==> src/pkg/art_defs.svh <==
// constants of the auto-reload timer: register indices, fields, resets
`ifndef ART_DEFS_SVH
`define ART_DEFS_SVH
// register indices; the byte address is four times the index
`define ART_IDX_DUTY3 8'h73
`define ART_IDX_DUTY2 8'h74
`define ART_IDX_DUTY1 8'h75
`define ART_IDX_DUTY0 8'h76
`define ART_IDX_PWM_OUTPUT_CONTROL 8'h77
`define ART_IDX_CSR 8'h78
`define ART_IDX_CAR 8'h79
`define ART_IDX_ARR 8'h7A
`define ART_IDX_ICCSR 8'h7B
`define ART_IDX_ICR1 8'h7C
`define ART_IDX_ICR2 8'h7D
`define ART_IDX_IRQ_STAT 8'h7E
`define ART_IDX_IRQ_MASK 8'h7F
// field positions
`define ART_CSR_FORCE_BIT 2
`define ART_ICCSR_EDGE_LSB 4
`define ART_ICCSR_IE_LSB 2
`define ART_ICCSR_FLAG_LSB 0
// reset values and counter limits
`define ART_RESET_BYTE 8'h00
`define ART_RESET_WORD 32'h00000000
`define ART_CNT_MAX 8'hFF
`define ART_ICCSR_CTRL_MASK 8'h3C
`define ART_CSR_WR_MASK 8'hFA
`define ART_PRESC_ALL 7'h7F
`endif

==> src/pkg/art_pkg.sv <==
// types shared by the auto-reload timer design files
package art_pkg;
    // timer control/status byte
    typedef struct packed {
        logic ext_clock_select;
        logic [2:0] prescale_select;
        logic counter_run;
        logic force_reload;
        logic overflow_irq_enable;
        logic overflow_flag;
    } art_csr_t;
    // capture control/status byte
    typedef struct packed {
        logic [1:0] unused;
        logic [1:0] edge_rising;
        logic [1:0] capture_irq_enable;
        logic [1:0] capture_flag;
    } art_iccsr_t;
    // pwm output control byte
    typedef struct packed {
        logic [3:0] out_enable;
        logic [3:0] pwm_out_polarity;
    } art_pwm_output_control_t;
    // decoded register selection
    typedef enum logic [3:0] {
        art_reg_duty3, art_reg_duty2, art_reg_duty1, art_reg_duty0,
        art_reg_pwm_output_control, art_reg_csr, art_reg_car, art_reg_arr,
        art_reg_iccsr, art_reg_icr1, art_reg_icr2,
        art_reg_irq_stat, art_reg_irq_mask, art_reg_none
    } art_reg_t;
endpackage

==> src/rtl/art_prescaler.sv <==
// power-of-two prescaler forming the counter clock enable
`include "art_defs.svh"
module art_prescaler (
    // clock and reset
    input wire logic pclk,
    input wire logic presetn,
    // control
    input wire logic tick_in,
    input wire logic run,
    input wire logic clear,
    input wire logic [2:0] prescale_select,
    // counter enable pulse
    output logic cnt_tick
);
    logic [6:0] div_cnt;
    logic [6:0] next_div_cnt;
    logic next_cnt_tick;
    logic [6:0] mask;

    // divide by 1..128; a frozen prescaler holds its count
    always_comb begin
        mask = `ART_PRESC_ALL >> (3'd7 - prescale_select);
        next_div_cnt = div_cnt;
        next_cnt_tick = 1'b0;
        if (clear) begin
            next_div_cnt = 7'h00;
        end else if (run && tick_in) begin
            next_div_cnt = 7'(div_cnt + 7'h01);
            next_cnt_tick = ((div_cnt & mask) == mask);
        end
    end

    always_ff @(posedge pclk or negedge presetn) begin
        if (!presetn) begin
            div_cnt <= 7'h00;
            cnt_tick <= 1'b0;
        end else begin
            div_cnt <= next_div_cnt;
            cnt_tick <= next_cnt_tick;
        end
    end
endmodule

==> src/rtl/art_capture_chan.sv <==
// one input capture channel: synchroniser, edge detect, latch and flag
`include "art_defs.svh"
module art_capture_chan (
    // clock and reset
    input wire logic pclk,
    input wire logic presetn,
    // capture pin and controls
    input wire logic cap_pin,
    input wire logic edge_rising,
    input wire logic [7:0] count,
    input wire logic read_clear,
    // results
    output logic capture_flag,
    output logic [7:0] captured_count,
    output logic took
);
    logic sync1;
    logic sync2;
    logic prev;
    logic primed;
    logic edge_seen;
    logic take;
    logic next_flag;
    logic [7:0] next_value;

    // edge select; primed blocks only the first cycle after reset, so an idle-high pin still shows one rising edge
    always_comb begin
        edge_seen = edge_rising ? (sync2 && !prev) : (!sync2 && prev);
        // blocked while flagged, unless this very read frees it
        take = primed && edge_seen && (!capture_flag || read_clear);
        next_flag = capture_flag;
        next_value = captured_count;
        if (take) begin
            next_flag = 1'b1;
            next_value = count;
        end else if (read_clear) begin
            next_flag = 1'b0;
        end
    end

    // sync1 is read only by sync2
    always_ff @(posedge pclk or negedge presetn) begin
        if (!presetn) begin
            sync1 <= 1'b0;
            sync2 <= 1'b0;
            prev <= 1'b0;
            primed <= 1'b0;
            capture_flag <= 1'b0;
            captured_count <= `ART_RESET_BYTE;
            took <= 1'b0;
        end else begin
            sync1 <= cap_pin;
            sync2 <= sync1;
            prev <= sync2;
            primed <= 1'b1;
            capture_flag <= next_flag;
            captured_count <= next_value;
            took <= take;
        end
    end
endmodule

==> src/rtl/art_timer.sv <==
// 8-bit auto-reload pwm timer with two input captures, apb register slave
// Summary of operation
// - bits 7:6 of capture control/status always read as zero.
// - per-channel edge select in bits 5:4; 0 falling, 1 rising.
// - per-channel capture interrupt enable in bits 3:2.
// - capture flag bits 1:0 set on capture, cleared by reading capture value.
// - capture value registers are read-only and hold the captured count.
// - eleven registers at consecutive indices 73h to 7Dh; the design adds irq status and mask at 7Eh and 7Fh.
// - reset clears capture control/status and both capture values.
// - rollover past FFh reloads counter and sets overflow flag, read clears.
// - a flagged channel takes no new capture until its value is read.
// - capture request stays high while flag and enable are both set.
// - three-bit prescale select divides input clock by 1 up to 128.
//
// The APB interface to the registers is this design's own decision.
`include "art_defs.svh"
module art_timer (
    // apb clock and reset
    input wire logic pclk,
    input wire logic presetn,
    // apb request
    input wire logic psel,
    input wire logic penable,
    input wire logic pwrite,
    input wire logic [11:0] paddr,
    input wire logic [31:0] pwdata,
    // apb answer
    output logic [31:0] prdata,
    output logic pready,
    output logic pslverr,
    // timer pins
    input wire logic ext_clk_pin,
    input wire logic [1:0] cap_pin,
    output logic [3:0] pwm_out,
    output logic [3:0] pwm_oe,
    // interrupt requests
    output logic irq,
    output logic [1:0] capture_irq_req,
    output logic overflow_irq_req
);
    // register state
    logic [3:0][7:0] duty_value;
    art_pkg::art_pwm_output_control_t pwm_ctrl;
    art_pkg::art_csr_t csr;
    logic [7:0] reload_value;
    logic [1:0] edge_rising;
    logic [1:0] capture_irq_enable;
    logic [2:0] irq_status;
    logic [2:0] irq_mask;
    logic [7:0] counter;
    logic [3:0][7:0] compare;
    logic [2:0] rd_seen;
    // next values
    logic [3:0][7:0] next_duty_value;
    art_pkg::art_pwm_output_control_t next_pwm_ctrl;
    art_pkg::art_csr_t next_csr;
    logic [7:0] next_reload_value;
    logic [1:0] next_edge_rising;
    logic [1:0] next_capture_irq_enable;
    logic [2:0] next_irq_status;
    logic [2:0] next_irq_mask;
    logic [7:0] next_counter;
    logic [3:0][7:0] next_compare;
    logic [2:0] next_rd_seen;
    logic [31:0] next_prdata;
    logic next_pready;
    logic next_pslverr;
    logic [3:0] next_pwm_out;
    // decode and strobes
    art_pkg::art_reg_t reg_sel;
    logic [7:0] idx;
    logic [7:0] rd_byte;
    logic acc_done;
    logic wr_en;
    logic rd_en;
    logic [7:0] wbyte;
    logic force_reload;
    logic ovf_event;
    logic [1:0] cap_clear;
    // capture channel results
    logic [1:0] capture_flag;
    logic [7:0] captured_count [2];
    logic [1:0] cap_took;
    // external clock sampling
    logic ext_sync1;
    logic ext_sync2;
    logic ext_prev;
    logic cnt_tick;
    logic tick_in;

    // address decode; unaligned or unknown words answer with an error
    always_comb begin
        idx = paddr[9:2];
        if (paddr[1:0] != 2'b00 || paddr[11:10] != 2'b00) begin
            reg_sel = art_pkg::art_reg_none;
        end else if (idx == `ART_IDX_DUTY3) begin
            reg_sel = art_pkg::art_reg_duty3;
        end else if (idx == `ART_IDX_DUTY2) begin
            reg_sel = art_pkg::art_reg_duty2;
        end else if (idx == `ART_IDX_DUTY1) begin
            reg_sel = art_pkg::art_reg_duty1;
        end else if (idx == `ART_IDX_DUTY0) begin
            reg_sel = art_pkg::art_reg_duty0;
        end else if (idx == `ART_IDX_PWM_OUTPUT_CONTROL) begin
            reg_sel = art_pkg::art_reg_pwm_output_control;
        end else if (idx == `ART_IDX_CSR) begin
            reg_sel = art_pkg::art_reg_csr;
        end else if (idx == `ART_IDX_CAR) begin
            reg_sel = art_pkg::art_reg_car;
        end else if (idx == `ART_IDX_ARR) begin
            reg_sel = art_pkg::art_reg_arr;
        end else if (idx == `ART_IDX_ICCSR) begin
            reg_sel = art_pkg::art_reg_iccsr;
        end else if (idx == `ART_IDX_ICR1) begin
            reg_sel = art_pkg::art_reg_icr1;
        end else if (idx == `ART_IDX_ICR2) begin
            reg_sel = art_pkg::art_reg_icr2;
        end else if (idx == `ART_IDX_IRQ_STAT) begin
            reg_sel = art_pkg::art_reg_irq_stat;
        end else if (idx == `ART_IDX_IRQ_MASK) begin
            reg_sel = art_pkg::art_reg_irq_mask;
        end else begin
            reg_sel = art_pkg::art_reg_none;
        end
    end

    // read mux; write-only and reserved bits read as zero
    always_comb begin
        case (reg_sel)
            art_pkg::art_reg_duty3: rd_byte = duty_value[3];
            art_pkg::art_reg_duty2: rd_byte = duty_value[2];
            art_pkg::art_reg_duty1: rd_byte = duty_value[1];
            art_pkg::art_reg_duty0: rd_byte = duty_value[0];
            art_pkg::art_reg_pwm_output_control: rd_byte = pwm_ctrl;
            art_pkg::art_reg_csr: rd_byte = csr;
            art_pkg::art_reg_car: rd_byte = counter;
            art_pkg::art_reg_arr: rd_byte = reload_value;
            art_pkg::art_reg_iccsr: rd_byte = {2'b00, edge_rising,
                capture_irq_enable, capture_flag};
            art_pkg::art_reg_icr1: rd_byte = captured_count[0];
            art_pkg::art_reg_icr2: rd_byte = captured_count[1];
            art_pkg::art_reg_irq_stat: rd_byte = {5'h00, irq_status};
            art_pkg::art_reg_irq_mask: rd_byte = {5'h00, irq_mask};
            default: rd_byte = `ART_RESET_BYTE;
        endcase
    end

    // apb answer: one wait state so prdata comes from a flop
    always_comb begin
        acc_done = psel && penable && pready;
        wr_en = acc_done && pwrite && !pslverr;
        rd_en = acc_done && !pwrite && !pslverr;
        wbyte = pwdata[7:0];
        next_pready = psel && penable && !pready;
        next_prdata = prdata;
        next_pslverr = 1'b0;
        next_rd_seen = rd_seen;
        if (next_pready) begin
            next_pslverr = (reg_sel == art_pkg::art_reg_none);
            next_prdata = pwrite ? `ART_RESET_WORD : {24'h000000, rd_byte};
            // remember which flags this read actually showed
            next_rd_seen = {capture_flag, csr.overflow_flag};
        end
    end

    always_ff @(posedge pclk or negedge presetn) begin
        if (!presetn) begin
            prdata <= `ART_RESET_WORD;
            pready <= 1'b0;
            pslverr <= 1'b0;
            rd_seen <= 3'b000;
        end else begin
            prdata <= next_prdata;
            pready <= next_pready;
            pslverr <= next_pslverr;
            rd_seen <= next_rd_seen;
        end
    end

    // software-written control registers
    always_comb begin
        next_duty_value = duty_value;
        next_pwm_ctrl = pwm_ctrl;
        next_reload_value = reload_value;
        next_edge_rising = edge_rising;
        next_capture_irq_enable = capture_irq_enable;
        next_irq_mask = irq_mask;
        next_csr = csr;
        next_csr.force_reload = 1'b0;
        force_reload = 1'b0;
        if (wr_en) begin
            case (reg_sel)
                art_pkg::art_reg_duty3: next_duty_value[3] = wbyte;
                art_pkg::art_reg_duty2: next_duty_value[2] = wbyte;
                art_pkg::art_reg_duty1: next_duty_value[1] = wbyte;
                art_pkg::art_reg_duty0: next_duty_value[0] = wbyte;
                art_pkg::art_reg_pwm_output_control: next_pwm_ctrl = wbyte;
                art_pkg::art_reg_arr: next_reload_value = wbyte;
                art_pkg::art_reg_irq_mask: next_irq_mask = wbyte[2:0];
                art_pkg::art_reg_csr: begin
                    // overflow flag is hardware-owned; force bit is a pulse
                    next_csr = (wbyte & `ART_CSR_WR_MASK) |
                        {7'h00, csr.overflow_flag};
                    force_reload = wbyte[`ART_CSR_FORCE_BIT];
                end
                art_pkg::art_reg_iccsr: begin
                    // capture flags ignore writes
                    next_edge_rising =
                        wbyte[`ART_ICCSR_EDGE_LSB +: 2];
                    next_capture_irq_enable =
                        wbyte[`ART_ICCSR_IE_LSB +: 2];
                end
                default: ;
            endcase
        end
        // set wins over the clear-on-read in the same cycle
        if (ovf_event) begin
            next_csr.overflow_flag = 1'b1;
        end else if (rd_en && reg_sel == art_pkg::art_reg_csr &&
                     rd_seen[0]) begin
            next_csr.overflow_flag = 1'b0;
        end
    end

    always_ff @(posedge pclk or negedge presetn) begin
        if (!presetn) begin
            duty_value <= '0;
            pwm_ctrl <= '0;
            csr <= '0;
            reload_value <= `ART_RESET_BYTE;
            edge_rising <= 2'b00;
            capture_irq_enable <= 2'b00;
            irq_mask <= 3'b000;
        end else begin
            duty_value <= next_duty_value;
            pwm_ctrl <= next_pwm_ctrl;
            csr <= next_csr;
            reload_value <= next_reload_value;
            edge_rising <= next_edge_rising;
            capture_irq_enable <= next_capture_irq_enable;
            irq_mask <= next_irq_mask;
        end
    end

    // external clock: ext_sync1 feeds ext_sync2 only
    always_ff @(posedge pclk or negedge presetn) begin
        if (!presetn) begin
            ext_sync1 <= 1'b0;
            ext_sync2 <= 1'b0;
            ext_prev <= 1'b0;
        end else begin
            ext_sync1 <= ext_clk_pin;
            ext_sync2 <= ext_sync1;
            ext_prev <= ext_sync2;
        end
    end

    // input clock is the bus clock or a rising external edge
    assign tick_in = csr.ext_clock_select ? (ext_sync2 && !ext_prev) : 1'b1;

    art_prescaler u_presc (
        .pclk(pclk),
        .presetn(presetn),
        .tick_in(tick_in),
        .run(csr.counter_run),
        .clear(force_reload),
        .prescale_select(csr.prescale_select),
        .cnt_tick(cnt_tick)
    );

    // counter: direct write, forced reload, then counting with rollover
    always_comb begin
        next_counter = counter;
        next_compare = compare;
        ovf_event = 1'b0;
        if (wr_en && reg_sel == art_pkg::art_reg_car) begin
            next_counter = wbyte;
        end else if (force_reload) begin
            next_counter = reload_value;
            next_compare = duty_value;
        end else if (cnt_tick && csr.counter_run) begin
            if (counter == `ART_CNT_MAX) begin
                next_counter = reload_value;
                ovf_event = 1'b1;
                // duty takes effect at a period edge to avoid glitches
                next_compare = duty_value;
            end else begin
                next_counter = 8'(counter + 8'h01);
            end
        end
    end

    always_ff @(posedge pclk or negedge presetn) begin
        if (!presetn) begin
            counter <= `ART_RESET_BYTE;
            compare <= '0;
        end else begin
            counter <= next_counter;
            compare <= next_compare;
        end
    end

    // a channel flag clears only if the read showed it set
    assign cap_clear[0] = rd_en && reg_sel == art_pkg::art_reg_icr1 &&
        rd_seen[1];
    assign cap_clear[1] = rd_en && reg_sel == art_pkg::art_reg_icr2 &&
        rd_seen[2];

    genvar ch;
    generate
        for (ch = 0; ch < 2; ch++) begin : g_cap
            art_capture_chan u_cap (
                .pclk(pclk),
                .presetn(presetn),
                .cap_pin(cap_pin[ch]),
                .edge_rising(edge_rising[ch]),
                .count(counter),
                .read_clear(cap_clear[ch]),
                .capture_flag(capture_flag[ch]),
                .captured_count(captured_count[ch]),
                .took(cap_took[ch])
            );
        end
    endgenerate

    // sticky event status, read clears; an event in that cycle survives
    always_comb begin
        next_irq_status = irq_status;
        if (rd_en && reg_sel == art_pkg::art_reg_irq_stat) begin
            next_irq_status = irq_status & ~prdata[2:0];
        end
        next_irq_status = next_irq_status | {cap_took, ovf_event};
    end

    // pwm level: high up to the compare value, flipped by polarity
    always_comb begin
        for (int i = 0; i < 4; i++) begin
            next_pwm_out[i] = (counter <= compare[i]) ^
                pwm_ctrl.pwm_out_polarity[i];
        end
    end

    always_ff @(posedge pclk or negedge presetn) begin
        if (!presetn) begin
            irq_status <= 3'b000;
            irq <= 1'b0;
            capture_irq_req <= 2'b00;
            overflow_irq_req <= 1'b0;
            pwm_out <= 4'h0;
            pwm_oe <= 4'h0;
        end else begin
            irq_status <= next_irq_status;
            irq <= |(next_irq_status & irq_mask);
            capture_irq_req <= capture_flag & capture_irq_enable;
            overflow_irq_req <= csr.overflow_flag & csr.overflow_irq_enable;
            pwm_out <= next_pwm_out;
            pwm_oe <= pwm_ctrl.out_enable;
        end
    end
endmodule

==> config.mk <==
export PLATFORM = sky130hd
export DESIGN_NAME = art_timer
export DESIGN_NICKNAME = d
export VERILOG_FILES = /design/src/pkg/art_pkg.sv /design/src/rtl/art_prescaler.sv /design/src/rtl/art_capture_chan.sv /design/src/rtl/art_timer.sv
export VERILOG_INCLUDE_DIRS = /design/src /design/src/pkg
export SDC_FILE = /design/constraint.sdc
export NUM_CORES = 1
export LEC_CHECK = 0
export CAP_MARGIN = 20
export CELL_PAD_IN_SITES_DETAIL_PLACEMENT = 1
export CELL_PAD_IN_SITES_GLOBAL_PLACEMENT = 2
export CORE_AREA = 3 3 154 156
export CTS_CLUSTER_DIAMETER = 60
export DETAILED_ROUTE_END_ITERATION = 7
export DIE_AREA = 0 0 157 159
export DONT_BUFFER_PORTS = 1
export GPL_ROUTABILITY_DRIVEN = 0
export PLACE_DENSITY_LB_ADDON = 0.3
export SKIP_LAST_GASP = 1
export SLEW_MARGIN = 20
export SYNTH_ARGS = -nofsm -noshare
export SYNTH_HDL_FRONTEND = slang
export SYNTH_SLANG_ARGS = --single-unit
export TNS_END_PERCENT = 1
==> constraint.sdc <==
create_clock -name pclk -period 2.2 [get_ports pclk]
set_input_delay 0.22 -clock pclk [delete_from_list [all_inputs] [get_ports pclk]]
set_output_delay 0.22 -clock pclk [all_outputs]
set_load 0.05 [all_outputs]
==> flow_summary.json <==
{
  "status": "finished, violations left",
  "violations": "hold timing",
  "internal_power_mw": 5.01,
  "cp_max_fo": 32,
  "worstPathRequired_ps": 2520,
  "met2WireLength_um": 12500,
  "m1WireLength_um": 11400,
  "area_growth_pct": 15.0,
  "rsz0062_at_grt": "no",
  "antenna_left": 0,
  "cts_tree": "yes",
  "worstMarginPinSlew_ps": 992,
  "finalHoldViolations": 168,
  "cellPowerDensity_nw_per_um2": 669,
  "antenna_found_initial": 2,
  "clkLatencyLatePin_ps": 440,
  "dr.max_layer_used": "met4",
  "p_leak_nw": 4.47,
  "wl_met3_um": 1540,
  "via_per_inst": 5.69,
  "rows": 55,
  "multiInputGateArea_um2": 3940,
  "syn_area_um2": 8500,
  "routedWlPerCell_um": 24.1,
  "synth_enable_flop_cells": 0,
  "clockPowerShare_pct": 48.2,
  "grt_overflow_total": 0,
  "grt_max_degree": 169,
  "avgSynthCellArea_um2": 11.4,
  "peakVddDrop_v": 0.000584,
  "p_seq_share_pct": 47.8,
  "arrival_ps": 2420,
  "slew_viol_final": 0,
  "drive_above_1_share_pct": 25.7,
  "coreArea_um2": 22500,
  "skew_ps": 10.1,
  "critPathCaptureType": "flip-flop",
  "vias": 6263,
  "finalSetupViolCount": 0,
  "critical_path_class": "reg2reg",
  "layout.nets": 885,
  "min_period_over_period_pct": 95.6,
  "cts_root_buf": "clkbuf_16",
  "whs_ps": -520,
  "initial_core_util_pct": 37.8,
  "cts.reportedPaths.clkPinSlew_ps": 70,
  "min_period_ps": 2100,
  "maxCapViolations": 0,
  "cts_max_level": 4,
  "ys_types": 68,
  "startpoint_type": "flip-flop",
  "synth_area_leaders": "dfrtp_1, mux2_2, ha_1",
  "seq_area_um2": 4210,
  "slew_headroom_pct": 33.8,
  "drtIter0Drc": 383,
  "grt_pass1_wl_um": 41400,
  "hold_class": "in2async",
  "io_pins": 98,
  "die_w_um": 157,
  "yosysWarnings": 0,
  "postCtsHoldBufs": 11,
  "portBuffers": 0,
  "clock_sinks": 168,
  "yosysSeqAreaShare_pct": 49.4,
  "design.die.area_um2": 25000,
  "synth_ff_type": "dfrtp_1",
  "switching_power_mw": 1.54,
  "synthCells": 745,
  "drc_errors": 0,
  "pwr-share-comb_pct": 4.0,
  "fin_cells": 1100,
  "nFillCells": 2413,
  "cts_buffer_depth": 2,
  "grt_use_total_pct": 22.0,
  "async_flop_share_pct": 100,
  "grt_pass1_vias": 6763,
  "cts_buffers": 17,
  "tns_ps": 0,
  "die_h_um": 159,
  "yosysTopAreaCellShare_pct": 49.4,
  "dpl.hpwl_um": 18700,
  "swShare_pct": 23.5,
  "drtPass1Iterations": 6,
  "place_inst": 1054,
  "yosysTopAreaCell": "dfrtp_1",
  "totalWireLength_um": 26500,
  "synth-seq-cells": 168,
  "fmax_mhz": 476
}
## cells by family (layout without fill, tap and decap cells)
family,after synthesis,after routing,share of synthesized area (%)
fa+ha+maj,34,34,5.00
buf+inv,84,128,5.25
mux,118,118,15.5
simple gates,191,191,12.3
xor+xnor,13,13,1.34
compound gates,135,135,11.1
flops,168,168,49.4
other cells,2,28,0.0883
## what timing repair did
action | 4_1_cts | 5_1_grt
gates resized for setup | 0 | 1
setup endpoints to repair | 0 | 42
endpoints found under the hold margin | 240 | 168
setup buffers | 0 | 0
## layer usage
| metal | vias to the layer above | GRT usage, % |
|---|---|---|
| met5 | - | 0 |
| met4 | 0 | 9.71 |
| met3 | 61 | 5.38 |
| met2 | 195 | 34.0 |
| met1 | 3240 | 29.4 |
| li1 | 2767 | - |
## worst max-delay path, cell delays in order (launching register included)
cell     delay [ps]
dfrtp_2         400
and4b_2         390
nand2_2          80
or3_1           390
nand2_2         110
buf_12          220
mux2_2          360
## registers in the layout, summed over array words and instances (netlist names), 3 cells and up
| register | count |
|---|---|
| pwm_oe | 4 |
| pwm_out | 4 |
| compare | 32 |
| u_presc.div_cnt | 7 |
| g_cap.u_cap.captured_count | 16 |
| duty_value | 32 |
| reload_value | 8 |
| csr | 7 |
| irq_status | 3 |
| prdata | 8 |
| pwm_ctrl | 8 |
| rd_seen | 3 |
| counter | 8 |
| irq_mask | 3 |
## through the flow
step | util [%] | cell area [um2] | hold WS (ps) | setup WS, ps | power, mW
finish | 43.5 | 9780 | -520 | 97.3 | 6.55
global route | 43.4 | 9780 | -548 | 27.9 | 6.78
CTS | 43.4 | 9770 | -541 | 37.5 | 6.61
detailed placement | 40.2 | 9050 | -66.9 | 43.8 | 3.40
global placement | 40.2 | 9050 | -67.8 | 104 | 3.39
floorplan | - | 8600 | -75.6 | 58.8 | 3.41
## cells in the mapped netlist, types with 7 or more instances
cell type  count
nor2b_1        8
nand3_1       24
a22oi_1        8
ha_1          34
nand2_1       52
and2_1         9
clkbuf_1      10
nor2_1        38
mux2_1         7
a21oi_1       28
o21ai_0       26
dfrtp_1      168
a31oi_1        7
mux2_2       105
buf_4         26
nor3_1        12
inv_1         35
buf_2          9
a32oi_1       18
xnor2_1        7
## layout by cell type (no fill, tap or decap), types with 7 or more instances in the layout
| master | synthesis | final |
|---|---|---|
| nor3_1 | 12 | 12 |
| a32oi_1 | 18 | 18 |
| nand2_1 | 52 | 51 |
| clkbuf_16 | 0 | 17 |
| xnor2_1 | 7 | 7 |
| and2_1 | 9 | 9 |
| nor2b_1 | 8 | 8 |
| conb_1 | 2 | 25 |
| dfrtp_1 | 168 | 166 |
| nand3_1 | 24 | 24 |
| buf_4 | 26 | 47 |
| nor2_1 | 38 | 38 |
| a31oi_1 | 7 | 7 |
| o21ai_0 | 26 | 26 |
| a21oi_1 | 28 | 28 |
| mux2_1 | 7 | 7 |
| ha_1 | 34 | 34 |
| dlygate4sd3_1 | 0 | 11 |
| mux2_2 | 105 | 105 |
| inv_1 | 35 | 35 |
| a22oi_1 | 8 | 8 |
## layout make-up
class,instances,area share [%]
timing repair buffer,61,5.35
clock buffer,19,4.53
clock inverter,13,1.75
tap,285,3.64
antenna,3,0.0767
sequential,168,43.0
multi-input combinational,516,40.3
inverter,35,1.34
## power groups by stage
stage / registers [mW] / logic [mW] / clock network [mW]
finish: 3.13 / 0.259 / 3.16
global route: 3.13 / 0.270 / 3.37
CTS: 3.13 / 0.255 / 3.22
detailed placement: 3.19 / 0.206 / 0
global placement: 3.19 / 0.202 / 0
floorplan: 3.19 / 0.213 / 0
## path summary, 6_finish.rpt
path / startpoint / endpoint / slack, ps / depth (start not counted)
worst max register to register: pslverr / compare[8] / 100 / 6
worst min register to register: g_cap[1].u_cap.sync1 / g_cap[1].u_cap.sync2 / 360 / 0
max in group asynchronous: presetn / g_cap[1].u_cap.captured_count[4] / 2440 / 0
worst max-delay path: pslverr / compare[8] / 100 / 6
worst min-delay path: presetn / pwm_out[2] / -520 / 0
min in group pclk: paddr[4] / pslverr / 110 / 3
Note: power is estimated with default switching activity, not from simulation.
